==> src/hw/op_decoder_map.vh <==
// constants for the byte-op instruction decoder and its register bus
// How it works
// RULE1 - low byte file address, bit8 bank, bit9 destination
// RULE2 - destination zero selects accumulator, else file
// RULE3 - bank bit zero means access bank
// RULE4 - file move: two words, 12-bit addresses
// RULE5 - bit ops: opcode, bit position, bank, address
// RULE6 - literal ops take low byte immediate
// RULE7 - call/jump target: 20 bits over two words
// RULE8 - call first word carries fast-mode bit
// RULE9 - relative jump carries 11-bit offset
// RULE10 - conditional branches carry 8-bit offset
// RULE11 - add ops: one cycle, five flags
// RULE12 - logic ops update only zero, negative
// RULE13 - subtract ops update all five flags
// RULE14 - inc/dec update flags; skip variants none
// RULE15 - compare/test skip, no flag change
// RULE16 - rotates and swap with their flag sets
// RULE17 - multiply: one cycle, no flags
// RULE18 - port read-modify-write uses pin levels
// RULE19 - timer-zero write clears assigned prescaler
// RULE20 - pc change or true test: two cycles; code: every skip two, a branch two only on condition 2 with carry
// RULE21 - unconsumed second word executes as no-op
// RULE22 - relative offsets are signed, added to pc
// RULE23 - product split into high, low bytes
`ifndef OP_DECODER_MAP_VH
`define OP_DECODER_MAP_VH

// register byte offsets
`define REG_INSN      5'h00
`define REG_CTRL      5'h04
`define REG_PC        5'h08
`define REG_DECODE    5'h0C
`define REG_FILE_ADDR 5'h10
`define REG_OPERAND   5'h14
`define REG_TARGET    5'h18
`define REG_STATUS    5'h1C

// control register fields
`define CTRL_BANK_LO  0
`define CTRL_BANK_HI  3
`define CTRL_PSA_BIT  4
`define CTRL_CARRY    5

// timer-zero and port file addresses (12 bit), access-bank split byte and high bank
`define TIMER_ZERO_ADDR 12'hFD6
`define PORT_BASE_ADDR  12'hF80
`define PORT_TOP_ADDR   12'hF88
`define ACCESS_SPLIT    8'h60
`define ACCESS_HI_BANK  4'hF

// op classes
`define CLS_NOP    4'h0
`define CLS_ALU    4'h1
`define CLS_SKIP   4'h2
`define CLS_MOVE   4'h3
`define CLS_BIT    4'h4
`define CLS_LIT    4'h5
`define CLS_JUMP   4'h6
`define CLS_CALL   4'h7
`define CLS_RJMP   4'h8
`define CLS_BRANCH 4'h9
`define CLS_MUL    4'hA
`define CLS_SECOND 4'hB

// flag mask bits: c dc z ov n
`define FL_NONE 5'h00
`define FL_ZN   5'h05
`define FL_CZN  5'h15
`define FL_ALL  5'h1F

`define PREFIX_MOVE   4'hC
`define PREFIX_SECOND 4'hF
`define AXI_OKAY 2'h0
`define AXI_SLVERR 2'h2
`endif

==> src/hw/op_decoder.v <==
// byte-oriented instruction decoder with an axi4-lite register file
`timescale 1ns/1ps
`default_nettype none
`include "op_decoder_map.vh"
module op_decoder (
    input wire ref_clk,
    input wire rst,
    input wire [7:0] port_pins,
    input wire [4:0] awaddr,
    input wire awvalid,
    output wire awready,
    input wire [31:0] wdata,
    input wire [3:0] wstrb,
    input wire wvalid,
    output wire wready,
    output reg [1:0] bresp,
    output reg bvalid,
    input wire bready,
    input wire [4:0] araddr,
    input wire arvalid,
    output wire arready,
    output reg [31:0] rdata,
    output reg [1:0] rresp,
    output reg rvalid,
    input wire rready,
    output reg prescaler_clear
);

////////////////////////////////////////////////////////////////////////////////
// register file
reg [15:0] insn;
reg [7:0] ctrl;
reg [20:0] pc;
reg insn_go;
reg aw_held;
reg w_held;
reg [4:0] aw_addr;
reg [31:0] w_data;
reg [3:0] w_strb;
wire do_write = aw_held && w_held && !bvalid;

assign awready = !aw_held && !bvalid;
assign wready = !w_held && !bvalid;
assign arready = !rvalid;

// decode outputs
reg [3:0] cls;
reg [5:0] op6;
reg dest_file;
reg bank_sel;
reg [11:0] file_addr;
reg [7:0] operand;
reg [20:0] target;
reg [4:0] flag_mask;
reg [2:0] bit_pos;
reg fast_mode;
reg [1:0] cycles;
reg rmw_port;
reg second_pending;
reg [11:0] move_src;
reg [7:0] prod_hi;
reg [7:0] prod_lo;
reg [7:0] acc;

// combinational decode of the word just loaded
reg [3:0] next_cls;
reg [4:0] next_flags;
reg next_dest;
reg [11:0] next_addr;
reg [7:0] next_operand;
reg [20:0] next_target;
reg [1:0] next_cycles;
reg next_rmw;
reg [11:0] bank_addr;
wire [3:0] top = insn[15:12];
wire [5:0] hi6 = insn[15:10];
wire [6:0] hi7 = insn[15:9];

always @* begin
    next_cls = `CLS_NOP;
    next_flags = `FL_NONE;
    next_dest = 1'b0;
    next_operand = insn[7:0];
    next_target = pc;
    next_cycles = 2'h1;
    next_rmw = 1'b0;
    // RULE3 bank select
    if (insn[8]) begin
        bank_addr = {ctrl[`CTRL_BANK_HI:`CTRL_BANK_LO], insn[7:0]};
    end else if (insn[7:0] < `ACCESS_SPLIT) begin
        bank_addr = {4'h0, insn[7:0]};
    end else begin
        bank_addr = {`ACCESS_HI_BANK, insn[7:0]};
    end
    // RULE1 file address field
    next_addr = bank_addr;
    if (second_pending) begin
        // RULE4 destination word of the move
        if (top == `PREFIX_SECOND) begin
            next_cls = `CLS_MOVE;
            next_addr = insn[11:0];
            next_cycles = 2'h2;
        end
    end else if (top == `PREFIX_SECOND) begin
        // RULE21 stray second word is a no-op
        next_cls = `CLS_SECOND;
    end else if (top == `PREFIX_MOVE) begin
        next_cls = `CLS_SECOND;
        next_addr = insn[11:0];
        next_cycles = 2'h2;
    end else if (top[3] && top != 4'hD && top != 4'hE) begin
        // RULE5 bit-oriented fields
        next_cls = `CLS_BIT;
        next_rmw = (top != 4'hB) && (top != 4'hA);
        if (!next_rmw) next_cycles = 2'h2;
    end else if (top == 4'hD) begin
        // RULE9 RULE22 signed 11-bit offset
        next_cls = `CLS_RJMP;
        next_target = pc + 21'h2 + {{9{insn[10]}}, insn[10:0], 1'b0};
        next_cycles = 2'h2;
    end else if (insn[15:9] == 7'h76 || insn[15:8] == 8'hEF) begin
        // RULE7 RULE8 call/jump low byte, fast bit in call
        next_cls = (insn[15:9] == 7'h76) ? `CLS_CALL : `CLS_JUMP;
        next_target = {13'h0, insn[7:0]};
        next_cycles = 2'h2;
    end else if (insn[15:11] == 5'h1C) begin
        // RULE10 RULE22 conditional 8-bit offset
        next_cls = `CLS_BRANCH;
        next_target = pc + 21'h2 + {{12{insn[7]}}, insn[7:0], 1'b0};
        next_cycles = (insn[10:8] == 3'h2 && ctrl[`CTRL_CARRY]) ? 2'h2 : 2'h1;
    end else if (insn[15:12] == 4'h0 && insn[11]) begin
        // RULE6 literal low byte
        next_cls = `CLS_LIT;
    end else if (hi7 == 7'h01) begin
        // RULE17 multiply, no flags
        next_cls = `CLS_MUL;
    end else if (hi6 == 6'h09 || hi6 == 6'h08) begin
        // RULE11 add ops
        next_cls = `CLS_ALU;
        next_flags = `FL_ALL;
    end else if (hi6 == 6'h05 || hi6 == 6'h04 || hi6 == 6'h07) begin
        // RULE12 logic ops
        next_cls = `CLS_ALU;
        next_flags = `FL_ZN;
    end else if (hi6 == 6'h17 || hi6 == 6'h16 || hi6 == 6'h15) begin
        // RULE13 subtract ops
        next_cls = `CLS_ALU;
        next_flags = `FL_ALL;
    end else if (hi6 == 6'h0A || hi6 == 6'h01) begin
        // RULE14 inc/dec
        next_cls = `CLS_ALU;
        next_flags = `FL_ALL;
    end else if (hi6 == 6'h0B || hi6 == 6'h13 || hi6 == 6'h0F || hi6 == 6'h12) begin
        // RULE14 RULE20 skip variants: extra cycle on skip
        next_cls = `CLS_SKIP;
        next_cycles = 2'h2;
    end else if (hi7 >= 7'h30 && hi7 <= 7'h33) begin
        // RULE15 compare and test skip
        next_cls = `CLS_SKIP;
        next_cycles = 2'h2;
    end else if (hi6 == 6'h0D || hi6 == 6'h0C) begin
        // RULE16 carry rotates
        next_cls = `CLS_ALU;
        next_flags = `FL_CZN;
    end else if (hi6 == 6'h11 || hi6 == 6'h10) begin
        next_cls = `CLS_ALU;
        next_flags = `FL_ZN;
    end else if (hi6 == 6'h0E) begin
        next_cls = `CLS_ALU;
    end
    // RULE2 destination bit
    if (next_cls == `CLS_ALU || next_cls == `CLS_SKIP) begin
        next_dest = insn[9] && (hi6 < 6'h18);
        next_rmw = next_dest;
    end
    // RULE18 port rewrite reads pins
    if (next_rmw && next_addr >= `PORT_BASE_ADDR && next_addr <= `PORT_TOP_ADDR) begin
        next_operand = port_pins;
    end
end

////////////////////////////////////////////////////////////////////////////////
// execute and registers
wire [15:0] product = acc * insn[7:0];

always @(posedge ref_clk) begin
    if (rst) begin
        insn <= 16'h0000;
        ctrl <= 8'h00;
        pc <= 21'h000000;
        insn_go <= 1'b0;
        aw_held <= 1'b0;
        w_held <= 1'b0;
        aw_addr <= 5'h00;
        w_data <= 32'h00000000;
        w_strb <= 4'h0;
        bvalid <= 1'b0;
        bresp <= `AXI_OKAY;
        rvalid <= 1'b0;
        rresp <= `AXI_OKAY;
        rdata <= 32'h00000000;
        cls <= `CLS_NOP;
        op6 <= 6'h00;
        dest_file <= 1'b0;
        bank_sel <= 1'b0;
        file_addr <= 12'h000;
        operand <= 8'h00;
        target <= 21'h000000;
        flag_mask <= `FL_NONE;
        bit_pos <= 3'h0;
        fast_mode <= 1'b0;
        cycles <= 2'h0;
        rmw_port <= 1'b0;
        second_pending <= 1'b0;
        move_src <= 12'h000;
        prod_hi <= 8'h00;
        prod_lo <= 8'h00;
        acc <= 8'h00;
        prescaler_clear <= 1'b0;
    end else begin
        prescaler_clear <= 1'b0;
        insn_go <= 1'b0;
        if (awvalid && awready) begin
            aw_held <= 1'b1;
            aw_addr <= awaddr;
        end
        if (wvalid && wready) begin
            w_held <= 1'b1;
            w_data <= wdata;
            w_strb <= wstrb;
        end
        if (do_write) begin
            aw_held <= 1'b0;
            w_held <= 1'b0;
            bvalid <= 1'b1;
            bresp <= `AXI_OKAY;
            case (aw_addr)
                `REG_INSN: begin
                    if (w_strb[0]) insn[7:0] <= w_data[7:0];
                    if (w_strb[1]) insn[15:8] <= w_data[15:8];
                    insn_go <= 1'b1;
                end
                `REG_CTRL: begin
                    if (w_strb[0]) ctrl <= w_data[7:0];
                end
                `REG_PC: begin
                    if (w_strb[0]) pc[7:0] <= w_data[7:0];
                    if (w_strb[1]) pc[15:8] <= w_data[15:8];
                    if (w_strb[2]) pc[20:16] <= w_data[20:16];
                end
                `REG_OPERAND: begin
                    if (w_strb[0]) acc <= w_data[7:0];
                end
                default: begin
                    bresp <= `AXI_SLVERR;
                end
            endcase
        end else if (bvalid && bready) begin
            bvalid <= 1'b0;
        end
        if (insn_go) begin
            cls <= next_cls;
            op6 <= hi6;
            dest_file <= next_dest;
            bank_sel <= insn[8];
            file_addr <= next_addr;
            operand <= next_operand;
            flag_mask <= next_flags;
            bit_pos <= insn[11:9];
            fast_mode <= (next_cls == `CLS_CALL) && insn[8];
            cycles <= next_cycles;
            rmw_port <= next_rmw;
            second_pending <= (top == `PREFIX_MOVE && !second_pending) ||
                ((next_cls == `CLS_CALL || next_cls == `CLS_JUMP) && !second_pending);
            if (top == `PREFIX_MOVE && !second_pending) begin
                move_src <= insn[11:0];
            end
            if (second_pending && cls != `CLS_SECOND) begin
                // RULE7 upper twelve target bits
                target <= {1'b0, insn[11:0], target[7:0]};
                cls <= cls;
                cycles <= 2'h2;
            end else begin
                target <= next_target;
            end
            if (next_cls == `CLS_MUL) begin
                // RULE23 product split
                prod_hi <= product[15:8];
                prod_lo <= product[7:0];
            end
            // RULE19 timer write clears prescaler
            if (next_addr == `TIMER_ZERO_ADDR && !ctrl[`CTRL_PSA_BIT] &&
                (next_dest || next_cls == `CLS_BIT || hi7 >= 7'h34)) begin
                prescaler_clear <= 1'b1;
            end
            pc <= pc + 21'h2;
        end
        if (arvalid && arready) begin
            rvalid <= 1'b1;
            rresp <= `AXI_OKAY;
            case (araddr)
                `REG_INSN: rdata <= {16'h0000, insn};
                `REG_CTRL: rdata <= {24'h000000, ctrl};
                `REG_PC: rdata <= {11'h000, pc};
                `REG_DECODE: rdata <= {cls, op6, dest_file, bank_sel, flag_mask, bit_pos,
                    fast_mode, cycles, rmw_port, second_pending, 7'h00};
                `REG_FILE_ADDR: rdata <= {8'h00, move_src, file_addr};
                `REG_OPERAND: rdata <= {8'h00, prod_hi, prod_lo, operand};
                `REG_TARGET: rdata <= {11'h000, target};
                `REG_STATUS: rdata <= {24'h000000, acc};
                default: begin
                    rdata <= 32'h00000000;
                    rresp <= `AXI_SLVERR;
                end
            endcase
        end else if (rvalid && rready) begin
            rvalid <= 1'b0;
        end
    end
end

endmodule
`default_nettype wire

==> config.mk <==
export PLATFORM = sky130hd
export DESIGN_NAME = op_decoder
export DESIGN_NICKNAME = d
export VERILOG_FILES = /design/src/hw/op_decoder.v
export VERILOG_INCLUDE_DIRS = /design/src /design/src/hw
export SDC_FILE = /design/constraint.sdc
export NUM_CORES = 1
export LEC_CHECK = 0
export ABC_AREA = 1
export BUFFER_PORTS_ARGS = -buffer_cell sky130_fd_sc_hd__buf_2
export CAP_MARGIN = 10
export CORE_ASPECT_RATIO = 1.4
export CORE_MARGIN = 4
export CORE_UTILIZATION = 34
export DETAILED_ROUTE_END_ITERATION = 8
export PLACE_DENSITY = 0.48
export SYNTH_ARGS = -nofsm -noshare
export SYNTH_HDL_FRONTEND = slang
export SYNTH_SLANG_ARGS = --single-unit
==> constraint.sdc <==
create_clock -name ref_clk -period 7.85 [get_ports ref_clk]
set_input_delay 1.1775 -clock ref_clk [delete_from_list [all_inputs] [get_ports ref_clk]]
set_output_delay 1.1775 -clock ref_clk [all_outputs]
set_load 0.03 [all_outputs]
==> impl_table.tex <==
\begin{tabular}{lr}
\hline
Metric & Value \\
\hline
\multicolumn{2}{l}{\textbf{Placement}} \\
\quad Weighted congestion reported at the end of routability-driven placement & 0.9739 \\
\quad Number of port buffers & 88 \\
\quad DPL Wire Length & 42,500 µm \\
\quad Total cell area at the placement stage & 14,590 µm² \\
\multicolumn{2}{l}{\textbf{Timing}} \\
\quad Endpoints failing setup & 0 \\
\quad Setup TNS & 0 ns \\
\quad Unrepaired setup endpoints after global routing & no \\
\quad Max-Slew Margin vs Limit & 26.71\% \\
\quad Achievable Freq & 0.1955 GHz \\
\quad Final critical path time including I/O delays and setup & 5.114 ns \\
\quad Hold violation count in the final report & 0 \\
\quad Final cycle utilization of the critical path & 65.15\% \\
\quad Tightest Pin Transition & 1.095 ns \\
\quad Final slew viol count & 0 \\
\quad Setup Skew & 0.01128 ns \\
\multicolumn{2}{l}{\textbf{Detailed routing}} \\
\quad Detail-routed net length per standard cell & 21.70 µm \\
\quad Pre-Repair DR Iteration Count & 6 \\
\quad Vias & 13,780 \\
\quad Avg Vias per Cell & 5.400 \\
\quad DRC & 0 \\
\quad Drt initial violations & 874 \\
\quad Total length of routed wires & 55,380 µm \\
\quad Antenna viol nets, final & 0 \\
\multicolumn{2}{l}{\textbf{Synth}} \\
\quad Fraction of registers with async set or reset after synthesis & 0\% \\
\quad Portion of the post-synthesis area used by sequential elements & 30.99\% \\
\quad EDFF count, synth & 0 \\
\quad Mean Syn Cell Area & 6.956 µm² \\
\quad Number of cells produced by synthesis & 1,969 \\
\quad Post-synthesis instance area & 13,700 µm² \\
\quad Synthesis Warnings & 0 \\
\quad Total of flip-flops plus latches after synthesis & 212 \\
\quad Distinct cell type count after synthesis & 55 \\
\quad Top\_reg\_cell synth & sky130\_fd\_sc\_hd\_\_dfxtp\_1 \\
\multicolumn{2}{l}{\textbf{Worst setup path}} \\
\quad CP Capture Type & flop \\
\quad Arrival time at the worst endpoint & 5.50 ns \\
\quad Cell-by-cell trace of the critical path & nand2\_1 > fa\_1 > inv\_1 > fa\_1 > fa\_1 > fa\_1 > ha\_1 > a21oi\_1 > o21ai\_0 > a21oi\_1 > o21ai\_0 > a21oi\_1 > o21ai\_0 > xnor2\_1 > a21oi\_1 \\
\quad Startpoint-to-endpoint class of the critical path & flop to flop \\
\quad Slowest stage cell, crit path & sky130\_fd\_sc\_hd\_\_dfxtp\_1 \\
\quad Slowest Stage Delay on Critical Path & 0.88 ns \\
\quad Required @ worst endpoint & 8.23 ns \\
\quad Largest fanout on the critical path & 15 \\
\quad Startpoint type of the worst setup path & flop \\
\multicolumn{2}{l}{\textbf{Clock network}} \\
\quad Clock-pin transition on the worst setup and hold timing paths & 0.06 ns \\
\quad Number of buffers inserted for hold repair after clock tree synthesis & 0 \\
\quad CTS root buffer & sky130\_fd\_sc\_hd\_\_clkbuf\_16 \\
\quad Post-CTS Setup Inserts & 0 \\
\quad Number of buffers on the longest clock path & 3 \\
\quad Number of gates resized after CTS & 0 \\
\quad CTS tree & built \\
\quad Number of buffers created by CTS & 22 \\
\quad Number of sinks driven by the clock tree & 212 \\
\quad Clock insertion delay at the later pin of the skew report & 0.53 ns \\
\quad Clock H-tree levels & 1 \\
\multicolumn{2}{l}{\textbf{Final layout}} \\
\quad Area added between synthesis and finish & 12.20\% \\
\quad Diode count & 0 \\
\quad Area of the multi-input gates & 8122 µm² \\
\quad Post-Layout Inst Area & 15,370 µm² \\
\quad Commonest non-fill, non-tap cells in the layout & sky130\_fd\_sc\_hd\_\_nand2\_1 (382), sky130\_fd\_sc\_hd\_\_inv\_1 (247), sky130\_fd\_sc\_hd\_\_a21oi\_1 (231) \\
\quad Sequential cell area in the final layout & 4245 µm² \\
\quad Number of fill cells & 4,422 \\
\quad Final Core Density & 38.81\% \\
\quad Share of layout cells above drive strength 1 & 9.289\% \\
\quad Net count reported at finish & 2,173 \\
\quad Leading cell type in the layout, fill and taps excluded & sky130\_fd\_sc\_hd\_\_nand2\_1 \\
\multicolumn{2}{l}{\textbf{Global routing}} \\
\quad Vias in the first global route & 13,880 \\
\quad GR Overflow Total & 0 \\
\quad Global-route wire length before repair & 84,030 µm \\
\quad Total global-route track usage & 25.13\% \\
\quad Number of antenna violations at the first check in global routing & 0 \\
\quad Pin count of the biggest net entering global routing & 58 \\
\multicolumn{2}{l}{\textbf{Floorplanning}} \\
\quad Width of the chip & 177.6 µm \\
\quad I/O pin cnt & 103 \\
\quad Standard cell core area & 39,600 µm² \\
\quad Initial Utilization & 34.59\% \\
\quad Row count & 86 \\
\quad Total Die Area & 43,600 µm² \\
\quad Die outline height & 245.5 µm \\
\multicolumn{2}{l}{\textbf{Pwr}} \\
\quad Total leakage power & 0.006747 µW \\
\quad Total power per unit cell area & 156.8 nW/µm² \\
\quad Max IR drop VDD & 0.1286 mV \\
\multicolumn{2}{l}{\textbf{Run}} \\
\quad Maximum capacitance violations & 0 \\
\multicolumn{2}{l}{\textbf{Hold path}} \\
\quad Worst min path class & flop to flop \\
\multicolumn{2}{l}{\textbf{Status}} \\
\quad Outcome & finished clean \\
\hline
\end{tabular}
## cells by family (layout without fill, tap and decap cells)
logic type,count (synthesis),after routing,synth area share (%)
buffers and inverters,353,407,9.812
XOR/XNOR,36,36,2.302
flip-flops,212,212,30.99
adder cells (fa/ha/maj),104,104,11.53
AO/OA/AOI/OAI,576,576,23.86
AND/OR/NAND/NOR,687,687,21.48
other,1,2,0.02738
## layout make-up
type                    instances  share of cell area, %
repair buffers                106                  3.762
multi-input cells            1405                  52.85
flip-flops and latches        212                  27.63
clock inverters                 8                 0.7817
inverters                     261                  6.384
clock buffers                  32                  4.291
well taps                     528                  4.299
## where the power goes
group          total, µW  internal [µW]  switching [µW]
sequential          1120           1100            15.7
clock               1150            682             464
combinational        148           39.2             109
total               2410           1820             588
## routing by layer
| metal | part of all wire [%] | track usage, % | vias to the layer above | wire length, µm |
|---|---|---|---|---|
| li1 | - | - | 6687 | - |
| met5 | 0 | 0 | - | 0 |
| met1 | 39 | 28.95 | 6544 | 21560 |
| met4 | 7.4 | 16.14 | 0 | 4097 |
| met3 | 3.5 | 1.907 | 156 | 1958 |
| met2 | 50 | 44.49 | 394 | 27760 |
## synthesized netlist by cell type, drive strengths merged (5+ instances only)
library cell	number	area share (%)
o21bai	5	0.27
a211oi	22	1.2
inv	258	7.1
dfxtp	212	31
nand4	22	1.0
or2	5	0.23
o22ai	20	0.91
xnor2	8	0.51
a21oi	232	8.5
nor3	25	1.1
xor2	28	1.8
a22o	6	0.38
fa	37	5.4
ha	67	6.1
a221oi	14	0.90
o21ai	199	7.3
clkbuf	74	2.0
buf	18	0.63
o2111ai	7	0.45
a31oi	14	0.64
nand3	87	3.3
o211ai	27	1.5
nand2	387	11
o221ai	8	0.51
nor2	153	4.6
## flip-flops by register name, indices dropped and copies added (netlist names), 4 cells and up
signal	cells
cls	4
acc	8
insn	16
ctrl	8
rdata	32
operand	8
prod_hi	8
file_addr	12
prod_lo	8
target	21
move_src	12
pc	21
aw_addr	5
w_data	21
op6	6
## worst max-delay path: cells and delay by family, from the launching register on
kind                       cells  cell delay [ns]
xor gates and xnor gates       1             0.23
AOI/OAI and AO/OA              7             1.15
and+or+nand+nor                1             0.17
buffers and inverters          1             0.05
adders and majority gates      5             2.47
DFF                            1             0.88
## through the flow
step                worst slack (ns)  total power, µW  hold slack [ns]  instances
finish                         2.736             2410           0.4538       2552
global route                   2.344             2488           0.4781       2552
floorplan                      3.292             1231           0.4246       1970
global placement               2.688             1288           0.4380       2512
CTS                            2.644             2437           0.4547       2552
detailed placement             2.696             1290           0.4436       2512
## path summary, 6_finish.rpt
| path | from | endpoint | slack, ns | depth (start not counted) |
|---|---|---|---|---|
| max | insn[6] | prod_hi[6] | 2.74 | 15 |
| min | file_addr[4] | file_addr[4] | 0.45 | 2 |
| max reg2reg | insn[6] | prod_hi[6] | 2.74 | 15 |
| min reg2reg | file_addr[4] | file_addr[4] | 0.45 | 2 |
(Power assumes the default switching activity.)
